$ cat src/design/abd_pkg.sv
// Purpose : Shared constants for the auto-baud measurement block
// Assumes : AXI4-Lite slave, 32-bit data, 8-bit byte address
// Notes   : Offsets are byte addresses, one aligned word each
package abd_pkg;
  // ----------------------------------------------------------
  // Bus layout
  // ----------------------------------------------------------
  localparam int          ADDR_W      = 8;
  localparam logic [7:0]  CTRL_OFF    = 8'h00;
  localparam logic [7:0]  DIV_OFF     = 8'h04;
  localparam logic [7:0]  RXD_OFF     = 8'h08;
  localparam logic [7:0]  IST_OFF     = 8'h0C;
  localparam logic [7:0]  IMSK_OFF    = 8'h10;
  localparam logic [1:0]  RESP_OKAY   = 2'h0;
  localparam logic [1:0]  RESP_SLVERR = 2'h2;

  // ----------------------------------------------------------
  // Control word fields
  // ----------------------------------------------------------
  localparam int CB_REQ  = 0;
  localparam int CB_WUE  = 1;
  localparam int CB_WIDE = 2;
  localparam int CB_HS   = 3;
  localparam int CB_OVF  = 4;
  localparam int CB_RXF  = 5;
  localparam int CB_BUSY = 6;

  // Interrupt status / mask fields
  localparam int IB_DONE = 0;
  localparam int IB_OVF  = 1;
  localparam int IRQ_W   = 2;

  // ----------------------------------------------------------
  // Measurement timing
  // ----------------------------------------------------------
  localparam int         PRESC_W     = 9;
  localparam logic [8:0] PRESC_TC_512 = 9'h1FF;
  localparam logic [8:0] PRESC_TC_128 = 9'h07F;
  localparam logic [8:0] PRESC_TC_32  = 9'h01F;
  localparam logic [15:0] CNT_START  = 16'h0001;
  localparam logic [15:0] CNT_MAX    = 16'hFFFF;
  localparam logic [2:0]  RISE_LAST  = 3'h5;
  localparam logic [15:0] DIV_RESET  = 16'h0000;

  typedef enum logic [2:0] {
    ST_IDLE,
    ST_BREAK_LOW,
    ST_BREAK_END,
    ST_START,
    ST_FIRST_RISE,
    ST_COUNT
  } meas_state_e;
endpackage : abd_pkg

$ cat src/design/auto_baud_detect.sv
// Purpose : Auto-baud measurement of a 55h sync character
// Assumes : rx is synchronous to aclk; aclk is the oscillator
// Notes   : Registers over AXI4-Lite; one level interrupt
//
// Behaviour
// - Request bit starts a measurement sequence
// - Receive line times the divisor counter
// - Receiver held idle during measurement
// - Sync character 55h gives five rises
// - Count starts at first rise after start
// - Fifth rise stops; count stays in divisor
// - Completion clears request, raises receive flag
// - Reading receive data clears receive flag
// - Divisor pair counts as one 16-bit counter
// - Counter runs at eighth of base rate
// - Prescale 512, 128 or 32 by settings
// - Final count is average bit time
// - Wake-on-break skips break, measures next byte
// - Counter starts from value one
// - Overflow sets flag, counting continues
// - Overflow clear only after request cleared
//
// The placing of the registers and the AXI4-Lite register port are this design's own decisions.
`timescale 1ns/10ps
module auto_baud_detect (
  input  wire logic                 aclk,
  input  wire logic                 aresetn,
  input  wire logic [7:0]           s_axi_awaddr,
  input  wire logic                 s_axi_awvalid,
  output logic                      s_axi_awready,
  input  wire logic [31:0]          s_axi_wdata,
  input  wire logic [3:0]           s_axi_wstrb,
  input  wire logic                 s_axi_wvalid,
  output logic                      s_axi_wready,
  output logic [1:0]                s_axi_bresp,
  output logic                      s_axi_bvalid,
  input  wire logic                 s_axi_bready,
  input  wire logic [7:0]           s_axi_araddr,
  input  wire logic                 s_axi_arvalid,
  output logic                      s_axi_arready,
  output logic [31:0]               s_axi_rdata,
  output logic [1:0]                s_axi_rresp,
  output logic                      s_axi_rvalid,
  input  wire logic                 s_axi_rready,
  input  wire logic                 rx,
  output logic                      receiver_hold,
  output logic                      irq
);
  // ----------------------------------------------------------
  // Bus slave state
  // ----------------------------------------------------------
  logic        aw_hold_ff, nxt_aw_hold;
  logic [7:0]  awaddr_ff,  nxt_awaddr;
  logic        w_hold_ff,  nxt_w_hold;
  logic [31:0] wdata_ff,   nxt_wdata;
  logic [3:0]  wstrb_ff,   nxt_wstrb;
  logic        awready_ff, nxt_awready;
  logic        wready_ff,  nxt_wready;
  logic        bvalid_ff,  nxt_bvalid;
  logic [1:0]  bresp_ff,   nxt_bresp;
  logic        arready_ff, nxt_arready;
  logic        rvalid_ff,  nxt_rvalid;
  logic [31:0] rdata_ff,   nxt_rdata;
  logic [1:0]  rresp_ff,   nxt_rresp;
  logic        wr_en;
  logic        rd_en;
  logic        rd_rxd;
  logic [31:0] rd_word;
  logic        rd_hit;

  // ----------------------------------------------------------
  // Measurement and register state
  // ----------------------------------------------------------
  abd_pkg::meas_state_e state_ff, nxt_state;
  logic        req_ff,   nxt_req;
  logic        wue_ff,   nxt_wue;
  logic        wide_ff,  nxt_wide;
  logic        hs_ff,    nxt_hs;
  logic        ovf_ff,   nxt_ovf;
  logic        rxf_ff,   nxt_rxf;
  logic [15:0] div_ff,   nxt_div;
  logic [8:0]  presc_ff, nxt_presc;
  logic [2:0]  rise_ff,  nxt_rise;
  logic        rx_d_ff,  nxt_rx_d;
  logic [1:0]  ist_ff,   nxt_ist;
  logic [1:0]  imsk_ff,  nxt_imsk;
  logic        irq_ff,   nxt_irq;
  logic        hold_ff,  nxt_hold;
  logic [8:0]  presc_tc;
  logic        tick;
  logic        rise;
  logic        fall;

  // Read mux shared by the bus group
  always_comb begin
    rd_hit  = 1'b1;
    rd_word = 32'h0000_0000;
    unique case (s_axi_araddr)
      abd_pkg::CTRL_OFF: begin
        rd_word[abd_pkg::CB_REQ]  = req_ff;
        rd_word[abd_pkg::CB_WUE]  = wue_ff;
        rd_word[abd_pkg::CB_WIDE] = wide_ff;
        rd_word[abd_pkg::CB_HS]   = hs_ff;
        rd_word[abd_pkg::CB_OVF]  = ovf_ff;
        rd_word[abd_pkg::CB_RXF]  = rxf_ff;
        rd_word[abd_pkg::CB_BUSY] = hold_ff;
      end
      abd_pkg::DIV_OFF:  rd_word[15:0] = div_ff;
      abd_pkg::RXD_OFF:  rd_word = 32'h0000_0000;
      abd_pkg::IST_OFF:  rd_word[1:0] = ist_ff;
      abd_pkg::IMSK_OFF: rd_word[1:0] = imsk_ff;
      default:           rd_hit = 1'b0;
    endcase
  end

  // ----------------------------------------------------------
  // AXI4-Lite slave
  // ----------------------------------------------------------
  // Address and data are latched separately, committed together
  always_comb begin
    nxt_aw_hold = aw_hold_ff;
    nxt_awaddr  = awaddr_ff;
    nxt_w_hold  = w_hold_ff;
    nxt_wdata   = wdata_ff;
    nxt_wstrb   = wstrb_ff;
    nxt_bvalid  = bvalid_ff;
    nxt_bresp   = bresp_ff;
    nxt_rvalid  = rvalid_ff;
    nxt_rdata   = rdata_ff;
    nxt_rresp   = rresp_ff;
    wr_en       = 1'b0;
    rd_en       = 1'b0;
    rd_rxd      = 1'b0;
    if (s_axi_awvalid && awready_ff) begin
      nxt_aw_hold = 1'b1;
      nxt_awaddr  = s_axi_awaddr;
    end
    if (s_axi_wvalid && wready_ff) begin
      nxt_w_hold = 1'b1;
      nxt_wdata  = s_axi_wdata;
      nxt_wstrb  = s_axi_wstrb;
    end
    if (bvalid_ff && s_axi_bready) begin
      nxt_bvalid = 1'b0;
    end
    if (aw_hold_ff && w_hold_ff && !bvalid_ff) begin
      wr_en       = 1'b1;
      nxt_aw_hold = 1'b0;
      nxt_w_hold  = 1'b0;
      nxt_bvalid  = 1'b1;
      nxt_bresp   = (awaddr_ff == abd_pkg::CTRL_OFF || awaddr_ff == abd_pkg::DIV_OFF ||
                     awaddr_ff == abd_pkg::RXD_OFF  || awaddr_ff == abd_pkg::IST_OFF ||
                     awaddr_ff == abd_pkg::IMSK_OFF) ? abd_pkg::RESP_OKAY : abd_pkg::RESP_SLVERR;
    end
    if (rvalid_ff && s_axi_rready) begin
      nxt_rvalid = 1'b0;
    end
    if (s_axi_arvalid && arready_ff) begin
      rd_en      = 1'b1;
      rd_rxd     = (s_axi_araddr == abd_pkg::RXD_OFF);
      nxt_rvalid = 1'b1;
      nxt_rdata  = rd_word;
      nxt_rresp  = rd_hit ? abd_pkg::RESP_OKAY : abd_pkg::RESP_SLVERR;
    end
    // Ready is registered, so it is computed from the next state
    nxt_awready = !nxt_aw_hold && !nxt_bvalid;
    nxt_wready  = !nxt_w_hold && !nxt_bvalid;
    nxt_arready = !nxt_rvalid;
  end

  // Bus registers
  always_ff @(posedge aclk) begin
    if (!aresetn) begin
      aw_hold_ff <= 1'b0;
      awaddr_ff  <= 8'h00;
      w_hold_ff  <= 1'b0;
      wdata_ff   <= 32'h0000_0000;
      wstrb_ff   <= 4'h0;
      awready_ff <= 1'b0;
      wready_ff  <= 1'b0;
      bvalid_ff  <= 1'b0;
      bresp_ff   <= abd_pkg::RESP_OKAY;
      arready_ff <= 1'b0;
      rvalid_ff  <= 1'b0;
      rdata_ff   <= 32'h0000_0000;
      rresp_ff   <= abd_pkg::RESP_OKAY;
    end else begin
      aw_hold_ff <= nxt_aw_hold;
      awaddr_ff  <= nxt_awaddr;
      w_hold_ff  <= nxt_w_hold;
      wdata_ff   <= nxt_wdata;
      wstrb_ff   <= nxt_wstrb;
      awready_ff <= nxt_awready;
      wready_ff  <= nxt_wready;
      bvalid_ff  <= nxt_bvalid;
      bresp_ff   <= nxt_bresp;
      arready_ff <= nxt_arready;
      rvalid_ff  <= nxt_rvalid;
      rdata_ff   <= nxt_rdata;
      rresp_ff   <= nxt_rresp;
    end
  end

  // ----------------------------------------------------------
  // Measurement engine
  // ----------------------------------------------------------
  // Prescale by settings
  // Table already folds in the eighth
  always_comb begin
    unique case ({wide_ff, hs_ff})
      2'h0:    presc_tc = abd_pkg::PRESC_TC_512;
      2'h3:    presc_tc = abd_pkg::PRESC_TC_32;
      default: presc_tc = abd_pkg::PRESC_TC_128;
    endcase
  end

  assign tick = (presc_ff == presc_tc);
  assign rise = rx && !rx_d_ff;
  assign fall = !rx && rx_d_ff;

  // Sequencer, counter, flags and software writes
  always_comb begin
    nxt_state = state_ff;
    nxt_req   = req_ff;
    nxt_wue   = wue_ff;
    nxt_wide  = wide_ff;
    nxt_hs    = hs_ff;
    nxt_ovf   = ovf_ff;
    nxt_rxf   = rxf_ff;
    nxt_div   = div_ff;
    nxt_presc = presc_ff;
    nxt_rise  = rise_ff;
    nxt_ist   = ist_ff;
    nxt_imsk  = imsk_ff;
    nxt_rx_d  = rx;
    // Read of receive data clears flag
    if (rd_rxd) begin
      nxt_rxf = 1'b0;
    end
    if (wr_en) begin
      unique case (awaddr_ff)
        abd_pkg::CTRL_OFF: if (wstrb_ff[0]) begin
          nxt_req  = wdata_ff[abd_pkg::CB_REQ];
          nxt_wue  = wdata_ff[abd_pkg::CB_WUE];
          nxt_wide = wdata_ff[abd_pkg::CB_WIDE];
          nxt_hs   = wdata_ff[abd_pkg::CB_HS];
          if (!wdata_ff[abd_pkg::CB_OVF] && !req_ff) begin
            nxt_ovf = 1'b0;
          end
        end
        abd_pkg::DIV_OFF: begin
          if (wstrb_ff[0]) nxt_div[7:0]  = wdata_ff[7:0];
          if (wstrb_ff[1]) nxt_div[15:8] = wdata_ff[15:8];
        end
        abd_pkg::IST_OFF:  if (wstrb_ff[0]) nxt_ist  = ist_ff & ~wdata_ff[1:0];
        abd_pkg::IMSK_OFF: if (wstrb_ff[0]) nxt_imsk = wdata_ff[1:0];
        default: ;
      endcase
    end
    // Abort: clearing the request drops back to idle
    if (!req_ff && state_ff != abd_pkg::ST_IDLE) begin
      nxt_state = abd_pkg::ST_IDLE;
    end else begin
      unique case (state_ff)
        abd_pkg::ST_IDLE: if (req_ff) begin
          nxt_state = wue_ff ? abd_pkg::ST_BREAK_LOW : abd_pkg::ST_START;
        end
        abd_pkg::ST_BREAK_LOW: if (fall) nxt_state = abd_pkg::ST_BREAK_END;
        abd_pkg::ST_BREAK_END: if (rise) begin
          nxt_wue   = 1'b0;
          nxt_state = abd_pkg::ST_START;
        end
        abd_pkg::ST_START: if (fall) nxt_state = abd_pkg::ST_FIRST_RISE;
        abd_pkg::ST_FIRST_RISE: if (rise) begin
          nxt_div   = abd_pkg::CNT_START;
          nxt_presc = '0;
          nxt_rise  = 3'h1;
          nxt_state = abd_pkg::ST_COUNT;
        end
        abd_pkg::ST_COUNT: begin
          nxt_presc = tick ? 9'h000 : presc_ff + 9'h001;
          if (tick) begin
            nxt_div = div_ff + 16'h0001;
            if (div_ff == abd_pkg::CNT_MAX) begin
              nxt_ovf             = 1'b1;
              nxt_ist[abd_pkg::IB_OVF] = 1'b1;
            end
          end
          if (rise) begin
            nxt_rise = rise_ff + 3'h1;
            // Count left is average bit time
            if (rise_ff + 3'h1 == abd_pkg::RISE_LAST) begin
              nxt_div   = div_ff;
              nxt_req   = 1'b0;
              nxt_rxf   = 1'b1;
              nxt_ist[abd_pkg::IB_DONE] = 1'b1;
              nxt_state = abd_pkg::ST_IDLE;
            end
          end
        end
        default: nxt_state = abd_pkg::ST_IDLE;
      endcase
    end
    nxt_hold = (nxt_state != abd_pkg::ST_IDLE);
    nxt_irq  = |(nxt_ist & nxt_imsk);
  end

  // Engine registers
  always_ff @(posedge aclk) begin
    if (!aresetn) begin
      state_ff <= abd_pkg::ST_IDLE;
      req_ff   <= 1'b0;
      wue_ff   <= 1'b0;
      wide_ff  <= 1'b0;
      hs_ff    <= 1'b0;
      ovf_ff   <= 1'b0;
      rxf_ff   <= 1'b0;
      div_ff   <= abd_pkg::DIV_RESET;
      presc_ff <= 9'h000;
      rise_ff  <= 3'h0;
      rx_d_ff  <= 1'b1;
      ist_ff   <= 2'h0;
      imsk_ff  <= 2'h0;
      irq_ff   <= 1'b0;
      hold_ff  <= 1'b0;
    end else begin
      state_ff <= nxt_state;
      req_ff   <= nxt_req;
      wue_ff   <= nxt_wue;
      wide_ff  <= nxt_wide;
      hs_ff    <= nxt_hs;
      ovf_ff   <= nxt_ovf;
      rxf_ff   <= nxt_rxf;
      div_ff   <= nxt_div;
      presc_ff <= nxt_presc;
      rise_ff  <= nxt_rise;
      rx_d_ff  <= nxt_rx_d;
      ist_ff   <= nxt_ist;
      imsk_ff  <= nxt_imsk;
      irq_ff   <= nxt_irq;
      hold_ff  <= nxt_hold;
    end
  end

  // Outputs straight from flops
  assign s_axi_awready = awready_ff;
  assign s_axi_wready  = wready_ff;
  assign s_axi_bvalid  = bvalid_ff;
  assign s_axi_bresp   = bresp_ff;
  assign s_axi_arready = arready_ff;
  assign s_axi_rvalid  = rvalid_ff;
  assign s_axi_rdata   = rdata_ff;
  assign s_axi_rresp   = rresp_ff;
  assign receiver_hold = hold_ff;
  assign irq           = irq_ff;
endmodule : auto_baud_detect

$ cat config.mk
export PLATFORM = sky130hd
export DESIGN_NAME = auto_baud_detect
export DESIGN_NICKNAME = d
export VERILOG_FILES = /design/src/design/abd_pkg.sv /design/src/design/auto_baud_detect.sv
export SDC_FILE = /design/constraint.sdc
export NUM_CORES = 1
export LEC_CHECK = 0
export ABC_AREA = 1
export ABC_CLOCK_PERIOD_IN_PS = 1700
export BUFFER_PORTS_ARGS = -buffer_cell sky130_fd_sc_hd__buf_4
export CORE_MARGIN = 1
export CORE_UTILIZATION = 51
export CTS_BUF_LIST = sky130_fd_sc_hd__clkbuf_8
export DETAILED_ROUTE_END_ITERATION = 12
export GPL_TIMING_DRIVEN = 1
export PLACE_DENSITY = 0.78
export SLEW_MARGIN = 20
export SYNTH_ARGS = -nofsm -noshare
export SYNTH_HDL_FRONTEND = slang
export SYNTH_SLANG_ARGS = --single-unit
$ cat constraint.sdc
create_clock -name aclk -period 1.7 [get_ports aclk]
set_clock_uncertainty 0.15 [all_clocks]
set_input_delay 0.17 -clock aclk [delete_from_list [all_inputs] [get_ports aclk]]
set_output_delay 0.17 -clock aclk [all_outputs]
set_load 0.02 [all_outputs]
After elaboration in Yosys (flattened, before gate mapping)
Index checks and enable logic that the tools add are counted.
{"block": "classes", "addsub": 3, "n_eq_ne": 20, "mux": 81, "n_bitwise": 4, "reduce_logical": 38}
{"cell": "$mux 16", "n": 7}
{"cell": "$mux 1", "n": 41}
{"cell": "$pmux 9 s2", "n": 2}
{"cell": "$eq 8x4->1 const B", "n": 4}
{"cell": "$pmux 16 s2", "n": 1}
{"cell": "$mux 3", "n": 10}
{"cell": "$mux 9", "n": 3}
{"cell": "$mux 2", "n": 11}
{"cell": "$pmux 3 s6", "n": 1}
{"cell": "$add 16x1->16 const B", "n": 1}
{"cell": "$eq 16x16->1 const B", "n": 1}
{"cell": "$eq 8x3->1 const B", "n": 2}
{"cell": "$eq 8x5->1 const B", "n": 2}
{"cell": "$logic_not 8->1", "n": 2}
{"cell": "$mux 8", "n": 2}
{"cell": "$logic_and 1x1->1", "n": 13}
{"cell": "$pmux 5 s2", "n": 1}
{"cell": "$add 9x1->9 const B", "n": 1}
{"cell": "$eq 3x3->1 const B", "n": 3}
{"cell": "$eq 9x9->1", "n": 1}
{"cell": "$logic_not 1->1", "n": 9}
{"cell": "$pmux 2 s4", "n": 1}
{"cell": "$eq 3x2->1 const B", "n": 2}
{"cell": "$pmux 3 s2", "n": 1}
{"cell": "other kinds (17)", "n": 24}
{"block": "word_totals", "ff_bits": 97, "inputBits": 60, "out_inout_bits": 43, "wordCells": 174}

Depth between registers and ports, before layout
{"block": "depth", "depth_word": 11, "ltp_mapped": 12, "depth_no_buf": 12}

Least setup slack after synthesis
No wires, ideal clock.
{"block": "synth_path", "path_type": "register to register", "start": "register presc_ff[0]", "end": "register div_ff[1]", "setup_time_ns": 0.115, "t_arrival_ns": 1.400, "required_ns": 1.435, "setup_slack_ns": 0.036, "path_stages_with_launch": 9, "n_path_buf": 0, "period_less_slack_ns": 1.664, "path_cell_list": "dfxtp_1 > ha_1 > nand2_1 > nor2_2 > nand4_1 > a21oi_1 > nor2_1 > nor2_1 > nor2_1"}
{"block": "synth_via", "elab_chain_cells": 6}
{"item": "start, declared", "line_no": "auto_baud_detect.sv:82", "rtl": "logic [8:0] presc_ff, nxt_presc;"}
{"item": "start signal, assigned", "line_no": "auto_baud_detect.sv:335", "rtl": "presc_ff <= nxt_presc;"}
{"item": "$eq 9x9->1 *", "line_no": "auto_baud_detect.sv:217", "rtl": "assign tick = (presc_ff == presc_tc);"}
{"item": "$mux 16 *", "line_no": "auto_baud_detect.sv:282", "rtl": "if (tick) begin"}
{"item": "$mux 16", "line_no": "auto_baud_detect.sv:292", "rtl": "if (rise_ff + 3'h1 == abd_pkg::RISE_LAST) begin"}
{"item": "$mux 16 *", "line_no": "auto_baud_detect.sv:289", "rtl": "if (rise) begin"}
{"item": "$pmux 16 s2 *", "line_no": "auto_baud_detect.sv:264", "rtl": "unique case (state_ff)"}
{"item": "$mux 16 *", "line_no": "auto_baud_detect.sv:261", "rtl": "if (!req_ff && state_ff != abd_pkg::ST_IDLE) begin"}
{"item": "end signal, assigned", "line_no": "auto_baud_detect.sv:318", "rtl": "div_ff <= abd_pkg::DIV_RESET;"}
{"item": "end signal, assigned", "line_no": "auto_baud_detect.sv:334", "rtl": "div_ff <= nxt_div;"}
{"item": "end, declared", "line_no": "auto_baud_detect.sv:81", "rtl": "logic [15:0] div_ff, nxt_div;"}
Mark *: on every way between the ends. The rest lies on a longest branch, timed or not. The select of a mux whose other input is x is not followed.
A chain may end at the register's enable or synchronous reset.

Worst setup path in the final report
{"block": "layout_path", "start": "register rise_ff[0]", "end": "register div_ff[8]"}
{"block": "layout_via", "elab_chain_cells": 3}
{"item": "start, declared", "line_no": "auto_baud_detect.sv:83", "rtl": "logic [2:0] rise_ff, nxt_rise;"}
{"item": "start signal, assigned", "line_no": "auto_baud_detect.sv:336", "rtl": "rise_ff <= nxt_rise;"}
{"item": "$add 3x1->3", "line_no": "auto_baud_detect.sv:292"}
{"item": "$eq 3x3->1", "line_no": "auto_baud_detect.sv:292"}
{"item": "$ne 4x4->1 (no line)"}
Every way passes these cells.

==> run summary <==
top cells by area, synth - dfxtp_1, nand2_1, nor2_1
total CTS buffers - 9
synth warn - 0
Vias per Instance - 5.25
CTS max path bufs - 2
total negative setup slack - -0.0930 ns
pin count of the biggest net entering global routing - 31
PD cells - 699 nW/um^2
Nets - 943
Seq/Total Area, Yosys - 38.5%
top-area cell type share of the netlist area - 38.5%
initial antenna violation count - 0
CP max-delay cell - dfxtp_4
Die ar. - 10,100 sq um
detailed-route DRC error count - 0
Cell Rows - 35
Hold Startpoint - s_axi_araddr[0]
hold-critical path depth - 5
clk sinks - 95
largest area contributor in the netlist - dfxtp_1
antenna-violating nets left - 0
#FFs+latches synth - 95
ANT cells - 0
share of cells above drive strength 1 - 25.7%
RSZ-0062 raised after global routing - yes
Reg-to-Reg Start - rise_ff[0]
CTS tree - built
Initial Util - 53.0%
commonest cells in the netlist - nand2_1, nor2_1, dfxtp_1
DRT Wirelength - 14,300 um
final period utilization - 102%
post-synthesis async set-or-reset flop share - 0%
CTS H-tree lvls - 3
RePlAce Congestion - 0.905
core footprint - 9330 sq um
number of library cell types mapped by synthesis - 47
Port-buffer cells - 66
reg2reg setup slack - -0.03 ns
clock root buffer - clkbuf_8
Setup WS post-layout - -0.0298 ns
worst skew pair latency - 0.37 ns
dpl ws - -0.0950 ns
first-pass GRT wire length - 23,300 um
IO Pins - 103
worst setup path class - flop to flop
DR iter-0 viols - 313
fin area - 6780 sq um
Synth-to-Final Area Change - 37.2%
Initial DRT Pass Iterations - 5
mean post-synth cell area - 6.82 sq um
Critical Path RT - 1.87 ns
crit path DAT - 1.90 ns
RR Endpoint - div_ff[8]
Cells after DPL - 963
clk slew on worst S/H paths - 0.10 ns
final slew viol count - 0
Max Cap Viol - 0
worst hold-check path type - input pin to flop
global route overflow - 0
Post-synth EDFFs - 0
Crit path largest cell delay - 0.37 ns
minimum clock period - 1.73 ns
DPL Wire Length - 9990 um
P_leak - 3.04 nW
Post-Syn Area - 4940 sq um
startpoint types - flop
CP Capture Type - flop
Main synth FF type - dfxtp_1
Hold Fails Final Rpt - 0
Area after DPL - 5980 sq um
crit-path cells - ha_4 > xor2_2 > nand2_2 > nor2_8 > buf_12 > nor2_4 > a21boi_1 > nand2_1 > a21oi_1
Max VDD drop - 553 uV
critical path peak fanout - 3
WHS Endpoint - s_axi_rresp[1]
final non-filler cell total - 1,013
Chip Width - 100 um
All-Layer GR Usage - 29.3%
Vias - 5,317
DR WL/cell - 14.2 um
status - finished with violations
vias in the first global route - 5,118
most frequent cell after synthesis - nand2_1
R2R depth - 9
f_max - 578 MHz
failing checks - setup timing
final-report setup violation count - 6
Syn Inst Count - 725
die height - 100 um
==> cell families (layout without fill, tap and decap cells) <==
group,count (synthesis),count (layout),share of synthesized area [%]
XOR/XNOR,11,11,1.95
AO/OA/AOI/OAI,158,158,17.2
other,1,18,0.0759
adder cells (fa/ha/maj),4,4,1.01
AND/OR/NAND/NOR,331,331,29.8
flip-flops,95,95,38.5
buffers and inverters,125,267,11.5
==> per-stage QoR <==
stage          power, mW  utilization, %  hold WS [ns]
2_1_floorplan       2.76               -         0.127
3_3_place_gp        2.95            64.1         0.229
3_5_place_dp        2.98            64.1         0.235
4_1_cts             4.73            70.7        0.0531
5_1_grt             4.93            72.7        0.0946
6_report            4.74            72.7        0.0640
==> what timing repair did <==
action / in CTS / in global routing
endpoints found under the setup margin: 25 / 39
setup buffers: 1 / 3
hold buffers: 31 / 0
gates resized for setup: 24 / 54
pin swaps: 8 / 20
hold endpoints to repair: 42 / 0
==> placed cells by master, fill, tap and decap left out, types with 7 or more instances in the layout <==
| master | count |
|---|---|
| nor2_1 | 90 |
| nand2_2 | 10 |
| buf_4 | 127 |
| nor2_2 | 13 |
| o21ai_1 | 24 |
| nand4_1 | 10 |
| dfxtp_1 | 89 |
| inv_1 | 78 |
| o21ai_0 | 58 |
| clkbuf_8 | 10 |
| nand3_2 | 8 |
| nor2_4 | 7 |
| a21oi_1 | 48 |
| nand2_1 | 129 |
| xor2_1 | 9 |
| conb_1 | 18 |
| dlygate4sd3_1 | 31 |
| nand3_1 | 38 |
==> worst max-delay path, delay by kind of cell (launching register included) <==
kind	cells	cell delay [ns]
compound gates	2	0.27
buf+inv	1	0.14
flops	1	0.37
fa+ha+maj	1	0.17
simple gates	4	0.39
xor+xnor	1	0.18
==> worst max-delay path by stage <==
stage,slack [ns],startpoint,endpoint,depth (start not counted)
floorplan,0.04,presc_ff[0],div_ff[1],8
global placement,-0.04,presc_ff[0],irq,11
detailed placement,-0.1,rise_ff[1],div_ff[8],8
CTS,-0.02,awaddr_ff[6],div_ff[4],10
global route,-0.14,presc_ff[1],div_ff[1],11
finish,-0.03,rise_ff[0],div_ff[8],9
==> where the power goes <==
group	switching [mW]	internal, mW	leakage [nW]
Clock	0.842	0.876	0.110
Combinational	0.367	0.284	2.15
Sequential	0.0574	2.31	0.777
==> per-layer routing <==
metal  wire (um)  up-vias  part of all wire (%)  global-route usage, %
met5           0        -                     0                      0
met4         451        0                   3.1                   12.4
met3         791       41                   5.5                   5.57
met2        7020      196                    49                   50.6
met1        6080     2442                    42                   35.8
li1            -     2638                     -                      -
==> registers in the layout, summed over array words and instances (netlist names), 3 cells and up <==
signal / count
s_axi_rdata: 16
rise_ff: 3
presc_ff: 9
div_ff: 16
awaddr_ff: 8
wdata_ff: 16
state_ff: 3
==> cell type report <==
class	instances	area (sq um)
Tap cell	129	161
Fill cell	683	2550
Sequential cell	95	1910
Clock inverter	6	91.3
Multi-Input combinational cell	522	2750
Inverter	85	332
Clock buffer	10	138
Timing Repair Buffer	166	1400
Power figures use the tool's default switching activity.
